`src/include/conv_power_pkg.sv`:
```
package conv_power_pkg;
   // ---------------------------------------------------------------
   // Clock and timing
   // ---------------------------------------------------------------
   localparam int CLK_HZ = 25_000_000;
   localparam int SETTLE_MS = 10;
   localparam int SETTLE_CYCLES = (CLK_HZ / 1000) * SETTLE_MS;
   localparam int WAKE_CCLK = 6;
   localparam int CONV_CCLK = 18;
   localparam int CCLK_DIV = 2;
   localparam int NUM_PAIRS = 3;

   // ---------------------------------------------------------------
   // Control word bit positions
   // ---------------------------------------------------------------
   localparam int INTERLEAVE_BIT = 23;
   localparam int NAP_BIT = 22;
   localparam int BUSYPOL_BIT = 20;
   localparam int PD_LO_BIT = 13;
   localparam int EXT_CLOCK_BIT = 11;
   localparam logic [31:0] CONTROL_DEFAULT = 32'h0000_03ff;

   // ---------------------------------------------------------------
   // Resolution variants and result codes
   // ---------------------------------------------------------------
   localparam int RES_16 = 16;
   localparam int RES_14 = 14;
   localparam int RES_12 = 12;
   localparam logic [15:0] POS_FULL_16 = 16'h7fff;
   localparam logic [15:0] NEG_FULL_16 = 16'h8000;

   // ---------------------------------------------------------------
   // Host command register map (Avalon-MM word offsets in bytes)
   // ---------------------------------------------------------------
   localparam logic [3:0] REG_CONTROL = 4'h0;
   localparam logic [3:0] REG_CMD = 4'h4;
   localparam logic [3:0] REG_STATUS = 4'h8;
   localparam logic [3:0] REG_RESULT = 4'hc;
   localparam int CMD_START = 0;
   localparam int CMD_RESET = 3;
   localparam int CMD_STANDBY = 4;
   localparam int CMD_PARTIAL = 5;

   typedef enum logic [3:0] {
      PH_SAMPLE = 4'b0001,
      PH_WAKE = 4'b0010,
      PH_CONVERT = 4'b0100,
      PH_DOZE = 4'b1000
   } pair_phase_t;

   function automatic logic [15:0] format_result(input logic [15:0] raw, input int res);
      logic [15:0] mask;
      mask = 16'hffff >> (16 - res);
      format_result = raw & mask;
   endfunction : format_result
endpackage : conv_power_pkg

```
`src/include/conv_link_if.sv`:
```
`timescale 1ns/100ps
interface conv_link_if;
   logic [2:0] pair_convert_start;
   logic reset_pin;
   logic standby_n;
   logic conv_clock;
   logic control_load;
   logic [31:0] control_word;
   logic software_mode_select;
   logic busy;
   logic [15:0] parallel_data_lines;
   logic [1:0] result_select;
   modport device (
      input pair_convert_start, reset_pin, standby_n, conv_clock, control_load,
      input control_word, software_mode_select, result_select,
      output busy, parallel_data_lines
   );
   modport host (
      output pair_convert_start, reset_pin, standby_n, conv_clock, control_load,
      output control_word, software_mode_select, result_select,
      input busy, parallel_data_lines
   );
endinterface : conv_link_if

```
`src/conv_device.sv`:
```
// Register access over Avalon-MM and the register addresses were decided locally.
`timescale 1ns/100ps
module conv_device
   import conv_power_pkg::*;
#(
   parameter int RESOLUTION = RES_16,
   parameter int SETTLE = SETTLE_CYCLES
) (
   // Clock and reset
   input wire logic clk,
   input wire logic reset_n,
   // Link
   conv_link_if.device link,
   // Analog stand-in
   input wire logic [15:0] sample_value,
   // Power status
   output logic reference_on,
   output logic [2:0] pair_powered
);
   import conv_power_pkg::*;

   logic [31:0] control;
   pair_phase_t phase [NUM_PAIRS];
   logic [4:0] ccount [NUM_PAIRS];
   logic [2:0] partial_down;
   logic [2:0] partial_req;
   logic [2:0] start_q;
   logic clk_q;
   logic [31:0] settle_cnt;
   logic standby_q;
   logic [15:0] result [NUM_PAIRS];
   logic [15:0] data_out;
   logic notch;
   logic any_busy;

   wire cclk_rise = link.conv_clock & ~clk_q;
   wire sw_pd_ok = link.software_mode_select;
   wire [2:0] reg_pd = sw_pd_ok ? control[PD_LO_BIT +: NUM_PAIRS] : 3'h0;
   wire interleave_mode = control[INTERLEAVE_BIT] & control[EXT_CLOCK_BIT];
   wire master_reset = ~reset_n | link.reset_pin;

   // ---------------------------------------------------------------
   // Control word
   // ---------------------------------------------------------------
   always_ff @(posedge clk or negedge reset_n) begin
      if (!reset_n) begin
         control <= CONTROL_DEFAULT;
      end else if (link.reset_pin) begin
         control <= CONTROL_DEFAULT;
      end else if (link.control_load) begin
         control <= link.control_word;
      end
   end

   always_ff @(posedge clk or negedge reset_n) begin
      if (!reset_n) begin
         clk_q <= 1'b0;
         start_q <= 3'h0;
         standby_q <= 1'b1;
      end else begin
         clk_q <= link.conv_clock;
         start_q <= link.pair_convert_start;
         standby_q <= link.standby_n;
      end
   end

   // ---------------------------------------------------------------
   // Settle timer for standby release and pair power-up
   // ---------------------------------------------------------------
   logic [2:0] reg_pd_q;
   always_ff @(posedge clk or negedge reset_n) begin
      if (!reset_n) begin
         settle_cnt <= 32'h0;
         reg_pd_q <= 3'h0;
      end else begin
         reg_pd_q <= reg_pd;
         if ((link.standby_n & ~standby_q) | |(reg_pd_q & ~reg_pd)) begin
            settle_cnt <= 32'(SETTLE);
         end else if (settle_cnt != 32'h0) begin
            settle_cnt <= settle_cnt - 32'h1;
         end
      end
   end

   // ---------------------------------------------------------------
   // Per pair phase machines
   // ---------------------------------------------------------------
   for (genvar p = 0; p < NUM_PAIRS; p++) begin : g_pair
      wire start_rise = link.pair_convert_start[p] & ~start_q[p];
      wire may_start = link.standby_n & (settle_cnt == 32'h0) & ~reg_pd[p] & ~partial_down[p];
      always_ff @(posedge clk or negedge reset_n) begin
         if (!reset_n) begin
            phase[p] <= PH_SAMPLE;
            ccount[p] <= 5'h0;
            partial_req[p] <= 1'b0;
            partial_down[p] <= 1'b0;
            result[p] <= 16'h0;
         end else if (link.reset_pin) begin
            phase[p] <= PH_SAMPLE;
            ccount[p] <= 5'h0;
            partial_req[p] <= 1'b0;
            partial_down[p] <= 1'b0;
         end else if (!link.standby_n || reg_pd[p]) begin
            phase[p] <= PH_SAMPLE;
            ccount[p] <= 5'h0;
         end else begin
            case (phase[p])
               PH_SAMPLE, PH_DOZE: begin
                  if (start_rise && may_start) begin
                     phase[p] <= control[NAP_BIT] ? PH_WAKE : PH_CONVERT;
                     ccount[p] <= 5'h0;
                  end
               end
               PH_WAKE: begin
                  if (cclk_rise) begin
                     if (ccount[p] == 5'(WAKE_CCLK - 1)) begin
                        phase[p] <= PH_CONVERT;
                        ccount[p] <= 5'h0;
                     end else begin
                        ccount[p] <= ccount[p] + 5'h1;
                     end
                  end
               end
               PH_CONVERT: begin
                  if (!link.pair_convert_start[p]) begin
                     partial_req[p] <= 1'b1;
                  end
                  if (cclk_rise) begin
                     if (ccount[p] == 5'(CONV_CCLK - 1)) begin
                        result[p] <= format_result(sample_value, RESOLUTION);
                        ccount[p] <= 5'h0;
                        partial_down[p] <= partial_req[p] | ~link.pair_convert_start[p];
                        partial_req[p] <= 1'b0;
                        phase[p] <= control[NAP_BIT] ? PH_DOZE : PH_SAMPLE;
                     end else begin
                        ccount[p] <= ccount[p] + 5'h1;
                     end
                  end
               end
               default: phase[p] <= PH_SAMPLE;
            endcase
         end
      end
      assign pair_powered[p] = link.standby_n & ~reg_pd[p] & ~partial_down[p];
   end

   // Reference survives partial and doze; only standby or full pair power-down stops it
   assign reference_on = link.standby_n & (reg_pd != 3'h7);

   // ---------------------------------------------------------------
   // Busy and readout
   // ---------------------------------------------------------------
   always_comb begin
      any_busy = 1'b0;
      for (int i = 0; i < NUM_PAIRS; i++) begin
         any_busy = any_busy | (phase[i] == PH_CONVERT) | (phase[i] == PH_WAKE);
      end
   end

   // In interleave mode a pair finishing while others convert drops busy for one conversion clock
   always_ff @(posedge clk or negedge reset_n) begin
      if (!reset_n) begin
         notch <= 1'b0;
      end else if (master_reset) begin
         notch <= 1'b0;
      end else if (cclk_rise) begin
         notch <= 1'b0;
         for (int i = 0; i < NUM_PAIRS; i++) begin
            if (interleave_mode && phase[i] == PH_CONVERT && ccount[i] == 5'(CONV_CCLK - 1)) begin
               notch <= 1'b1;
            end
         end
      end
   end

   assign link.busy = (any_busy & ~notch) ^ control[BUSYPOL_BIT];

   // Interface stays alive during standby so results remain readable
   always_ff @(posedge clk or negedge reset_n) begin
      if (!reset_n) begin
         data_out <= 16'h0;
      end else begin
         data_out <= (link.result_select < 2'(NUM_PAIRS)) ?
                     result[link.result_select] : 16'h0;
      end
   end
   assign link.parallel_data_lines = data_out;
endmodule : conv_device

```
`src/flat_wrapper.sv`:
```
// flat-port wrapper written by rule: the top's interface ports become plain ports
module conv_device_flat import conv_power_pkg::*;
#(
   parameter int RESOLUTION = RES_16,
   parameter int SETTLE = SETTLE_CYCLES
)
  (clk, reset_n, sample_value, reference_on, pair_powered, link_pair_convert_start, link_reset_pin, link_standby_n, link_conv_clock, link_control_load, link_control_word, link_software_mode_select, link_result_select, link_busy, link_parallel_data_lines);
  conv_link_if link_i ();
  input wire logic clk;
  input wire logic reset_n;
  input wire logic [15:0] sample_value;
  output logic reference_on;
  output logic [2:0] pair_powered;
  input wire logic [$bits(link_i.pair_convert_start)-1:0] link_pair_convert_start;
  input wire logic [$bits(link_i.reset_pin)-1:0] link_reset_pin;
  input wire logic [$bits(link_i.standby_n)-1:0] link_standby_n;
  input wire logic [$bits(link_i.conv_clock)-1:0] link_conv_clock;
  input wire logic [$bits(link_i.control_load)-1:0] link_control_load;
  input wire logic [$bits(link_i.control_word)-1:0] link_control_word;
  input wire logic [$bits(link_i.software_mode_select)-1:0] link_software_mode_select;
  input wire logic [$bits(link_i.result_select)-1:0] link_result_select;
  output wire logic [$bits(link_i.busy)-1:0] link_busy;
  output wire logic [$bits(link_i.parallel_data_lines)-1:0] link_parallel_data_lines;
  assign link_i.pair_convert_start = link_pair_convert_start;
  assign link_i.reset_pin = link_reset_pin;
  assign link_i.standby_n = link_standby_n;
  assign link_i.conv_clock = link_conv_clock;
  assign link_i.control_load = link_control_load;
  assign link_i.control_word = link_control_word;
  assign link_i.software_mode_select = link_software_mode_select;
  assign link_i.result_select = link_result_select;
  assign link_busy = link_i.busy;
  assign link_parallel_data_lines = link_i.parallel_data_lines;
  conv_device #(.RESOLUTION(RESOLUTION), .SETTLE(SETTLE)) u_core (.clk(clk), .reset_n(reset_n), .link(link_i), .sample_value(sample_value), .reference_on(reference_on), .pair_powered(pair_powered));
endmodule
```
`config.mk`:
```
export PLATFORM = sky130hd
export DESIGN_NAME = conv_device_flat
export DESIGN_NICKNAME = d
export VERILOG_FILES = /design/src/include/conv_power_pkg.sv /design/src/include/conv_link_if.sv /design/src/conv_device.sv /design/src/flat_wrapper.sv
export SDC_FILE = /design/constraint.sdc
export NUM_CORES = 1
export LEC_CHECK = 0
export BUFFER_PORTS_ARGS = -buffer_cell sky130_fd_sc_hd__buf_2
export CAP_MARGIN = 20
export CORE_MARGIN = 4
export CORE_UTILIZATION = 55
export DETAILED_ROUTE_END_ITERATION = 10
export PLACE_DENSITY = 0.78
export SYNTH_ARGS = -nofsm -noshare
export SYNTH_HDL_FRONTEND = slang
export SYNTH_SLANG_ARGS = --single-unit
```
`constraint.sdc`:
```
create_clock -name clk -period 2.74 [get_ports clk]
set_input_delay 0.274 -clock clk [delete_from_list [all_inputs] [get_ports clk]]
set_output_delay 0.274 -clock clk [all_outputs]
set_load 0.005 [all_outputs]
```
# Word-level counts from Yosys, hierarchy flattened
# Index checks and enable logic that the tools add are counted.
[word_totals]
register_bits = 162
latchBits = 0
ramBits = 0
mem_bits_ro = 0
inputBits = 60
out_inout_bits = 21
memories = 0
[op_classes]
n_addsub = 4
mul = 0
div_mod_pow = 0
magnitude_cmp = 2
eq_ne = 37
n_shift = 0
muxes = 97
n_bitwise = 55
reduce_logical = 47
[op_table]
columns = ["op", "count"]
rows = [
  ["5-bit two-way mux", 21],
  ["4-bit two-way mux", 22],
  ["32-bit two-way mux", 2],
  ["4-bit by 2-bit inequality test with 1-bit output (second input constant)", 14],
  ["16-bit two-way mux", 3],
  ["24-bit two-way mux", 2],
  ["5-bit case mux with 3 select lines", 3],
  ["1-bit two-way mux", 38],
  ["4-bit case mux with 3 select lines", 3],
  ["16-bit binary-select mux with 2-bit select", 1],
  ["32-bit zero test", 1],
  ["32-bit nonzero test", 1],
  ["32-bit by 1-bit subtractor with 32-bit output (second input constant)", 1],
  ["5-bit AND reduction", 6],
  ["4-bit AND reduction", 6],
  ["1-bit bitwise AND", 21],
  ["1-bit inverter", 20],
  ["2-bit nonzero test", 10],
  ["5-bit by 1-bit adder with 5-bit output (second input constant)", 3],
  ["5-bit by 3-bit == test with 1-bit output (second input constant)", 3],
  ["5-bit == test (second input constant)", 3],
  ["5-bit nonzero test", 3],
  ["4-bit by 1-bit == test with 1-bit output (second input constant)", 3],
  ["4-bit by 2-bit == test with 1-bit output (second input constant)", 3],
  ["other kinds (19)", 49],
]

# Longest topological paths before layout
[depth]
word_depth = 9
mapped_depth = 9
ltp_nobuf = 8

# Worst setup path before layout
# OpenSTA, ideal clock, no wires.
[synth_timing]
path_kind = "register -> register"
startpoint = "register u_core.settle_cnt[7]"
endpoint = "register u_core.phase[6] (netlist name)"
setup_ps = 128
arrival_ps = 2139
t_required_ps = 2612
setup_slack_ps = 474
stages_incl_launch_ff = 9
path_buffers = 2
cell_sequence = "dfrtp_1 > or4_1 > buf_2 > nor2_4 > nand3_4 > o211a_1 > buf_4 > nor2b_4 > mux2_1"
[synth_via]
elab_chain_cells = 7
[synth_rtl]
columns = ["element", "line", "rtl"]
rows = [
  ["from (decl)", "conv_device.sv:29", "logic [31:0] settle_cnt;"],
  ["from (signal assigned)", "conv_device.sv:78", "settle_cnt <= 32'(SETTLE);"],
  ["from (signal assigned)", "conv_device.sv:80", "settle_cnt <= settle_cnt - 32'h1;"],
  ["32-bit zero test", "conv_device.sv:90", "wire may_start = link.standby_n & (settle_cnt == 32'h0) & ~reg_pd[p] & ~partial_down[p];"],
  ["1-bit bitwise AND (3 in a row)", "conv_device.sv:90", ""],
  ["1-bit logical AND", "conv_device.sv:109", "if (start_rise && may_start) begin"],
  ["4-bit by 2-bit inequality test with 1-bit output (no source line)", "--", ""],
  ["5-bit AND reduction (no source line)", "--", ""],
  ["to (signal, indexed assignment)", "conv_device.sv:110", "phase[p] <= control[NAP_BIT] ? PH_WAKE : PH_CONVERT;"],
  ["to (signal, indexed assignment)", "conv_device.sv:134", "phase[p] <= control[NAP_BIT] ? PH_DOZE : PH_SAMPLE;"],
  ["to (decl)", "conv_device.sv:23", "pair_phase_t phase [NUM_PAIRS];"],
]
# No other way between the ends.
# A chain may end at the register's enable or synchronous reset.

# Worst setup path after layout
[layout_timing]
startpoint = "register u_core.settle_cnt[0]"
endpoint = "register u_core.phase[7] (netlist name)"
# Same word-level chain as after synthesis.

==> flow_summary.toml <==
[synthesis]
synth.ff_latch_count = 145
synth_area_leaders = "dfrtp_1, mux2_2, mux2i_1"
yosysTopAreaCell = "dfrtp_1"
synth_area_um2 = 7181
yosysWarnings = 0
avgSynthCellArea_um2 = 10.77
yosysMostFrequentCell = "dfrtp_1"
ys_seq_area_frac = 0.5060
synth_top_family_by_area = "simple AND/OR/NAND/NOR gates"
synth_fp_nets = 735
synth_compound_area_frac = 0.1143
yosys.area.top_type_share = 0.4914
synth-simple-area-share = 0.1845
synthFlopType = "dfrtp_1"
synthXorXnorAreaFrac = 0.03049
synthCells = 667
synthAdderAreaFrac = 0.01394
ys_top_cells_by_count = "dfrtp_1, nor2_1, mux2_2, nand2_1, o21ai_0"
async_flop_share = 1.000
synth_edf_count = 0
synth_cell_types = 71
synth_mux_area_frac = 0.1213

[worst_setup_path]
rrSetupSlack_ns = 0.22
critPathMaxFanout = 10
crit_path_end_kind = "register"
critPathMaxStageDelay_ns = 0.41
arrival_ns = 2.83
path_class = "register to register"
crit_chain = "inv_1, ha_1, nor4b_1, and3_1, nand3_4, o211a_1, nor2b_4, mux2_1"
critPathLaunchType = "register"
cpMaxStageDelayCell = "dfrtp_1"
crit_required_ns = 3.05

[cts]
ctsRootBufferMaster = "clkbuf_16"
clk_latency_ns = 0.43
path_clk_slew_ns = 0.06
cts_setup_buffers = 0
cts_inserted_buffers = 17
cts.hold.buffers_added = 5
clock_sinks = 145
cts_tree = "done"
cts_resized = 0
cts_max_level = 4
clockBufferDepth = 2

[timing]
rsz0062_at_grt = "no"
layout_min_cycle_time_ns = 2.516
skew_ns = 0.01275
setup_ws_ns = 0.2236
worst_hold_slack_ns = 0.03181
setup_viol = 0
period_share = 0.9184
timing.fmax_ghz = 0.3974
setup_tns_ns = 0
final-max-slew-violation-count = 0
relSlewSlack = 0.4244
hold_viol = 0
worst_pin_slew_ns = 0.8613

[placed_design]
dp_cells = 878
portBuffers = 55
post-place-ws_ns = 0.2275
dp_hpwl_um = 10540
place_congestion = 0.8464

[power]
seq_power_share = 0.462
comb_power_share = 0.111
powerDensity_nw_per_um2 = 609.3
p_int_uw = 3634
ir_drop_mv = 0.4837
p_leak_uw = 0.003826
p_sw_frac = 0.2771
p_switching_uw = 1393
clkPwrFrac = 0.427

[floorplanning]
dieArea_um2 = 14950
die_y_um = 122.3
io_pins = 81
core-area_um2 = 12720
die_w_um = 122.3
row_count = 41
initial_core_util = 0.5644

[layout]
final.fill_count = 1001
final_nets = 798
diodes = 0
drive_above_1_share = 0.2261
stdcell_count = 915
area_delta_synth_final_pct = 14.92

[routing]
drt_wl_total_um = 15350
ant_nets = 0
vias_per_cell = 5.831
drc = 0
firstDrtPassIters = 5
routedWlPerCell_um = 16.78
vias = 5335
initialDrtViolationCount = 348

[grt]
grt_usage = 0.2188
grt_max_degree = 64
antenna_found_initial = 0
grt_pass1_wl_um = 25900
grt_pass1_vias = 5429
grt.overflow.total = 0

[run]
drv_cap = 0

[min_path]
hold_class = "input pin to register"

[run_status]
status = "complete, no violations"
## layout by cell type (no fill, tap or decap), types with 11 or more instances in the layout
master and count:
inv_1 19, nor3_1 16, nor2b_1 15, nor2_1 53
xnor2_1 14, a21oi_1 27, o21ai_0 42, nand2_1 43
dfrtp_1 141, o31ai_1 11, xor2_1 11, or3_1 15
mux2i_1 24, buf_2 54, nor4_1 11, nand3_1 15
clkbuf_16 17, mux2_2 47, nand2b_1 13
## state kept, by name, indices dropped and copies added, names as in the netlist, 3 cells and up
| register | flops |
|---|---|
| u_core.link.parallel_data_lines | 16 |
| u_core.ccount | 15 |
| u_core.partial_req | 3 |
| u_core.phase | 12 |
| u_core.partial_down | 3 |
| u_core.start_q | 3 |
| u_core.reg_pd_q | 3 |
| u_core.settle_cnt | 32 |
| u_core.result | 48 |
| u_core.control | 7 |
## critical path, delay by kind of cell, from the launching register on
family	cells	cell delay, ns
mux	1	0.34
buf+inv	1	0.13
simple gates	4	0.95
flops	1	0.41
fa+ha+maj	1	0.16
compound gates	1	0.39
## cell type report
| type | instances | area [µm²] | share of cell area |
|---|---|---|---|
| inverter | 19 | 71.32 | 0.008643 |
| sequential | 145 | 3633 | 0.4403 |
| clock buffer | 18 | 429.2 | 0.05201 |
| multi-input combinational | 475 | 3336 | 0.4042 |
| tap | 172 | 215.2 | 0.02608 |
| clock inverter | 14 | 120.1 | 0.01456 |
| timing repair buffer | 72 | 446.7 | 0.05413 |
## layer usage
metal  GRT usage  wire length (µm)
met1      0.2793              6771
met5           0                 0
met3     0.04608               591
met2      0.3631              7739
met4     0.09307               248
## path summary, 6_finish.rpt
path,from,endpoint,cells after the start
max,u_core.settle_cnt[0],u_core.phase[7],8
min,link_standby_n,u_core.standby_q,1
max reg2reg,u_core.settle_cnt[0],u_core.phase[7],8
min reg2reg,u_core.result[30],u_core.link.parallel_data_lines[14],2
max in group asynchronous,reset_n,u_core.phase[0],3
min in group asynchronous,reset_n,u_core.ccount[13],2
## metrics by stage
stage / area, µm² / total power [µW] / util
3_3_place_gp: 7652 / 2877 / 0.6015
4_1_cts: 8252 / 5065 / 0.6486
6_report: 8252 / 5028 / 0.6486
5_1_grt: 8252 / 5244 / 0.6486
2_1_floorplan: 7181 / 2719 / -
3_5_place_dp: 7652 / 2909 / 0.6015
## cells by family after synthesis
kind of cell | Yosys count
adders and majority gates | 8
and+or+nand+nor | 235
AOI/OAI and AO/OA | 127
DFF | 145
xor gates and xnor gates | 25
buffers and inverters | 47
muxes | 80
## power by group through the flow
stage | clock network [µW] | registers (µW) | logic, µW
2_1_floorplan | 0 | 2320 | 399
3_3_place_gp | 0 | 2350 | 526
3_5_place_dp | 0 | 2360 | 550
4_1_cts | 2180 | 2320 | 561
5_1_grt | 2280 | 2340 | 625
6_report | 2150 | 2320 | 558
Power figures use the tool's default switching activity.
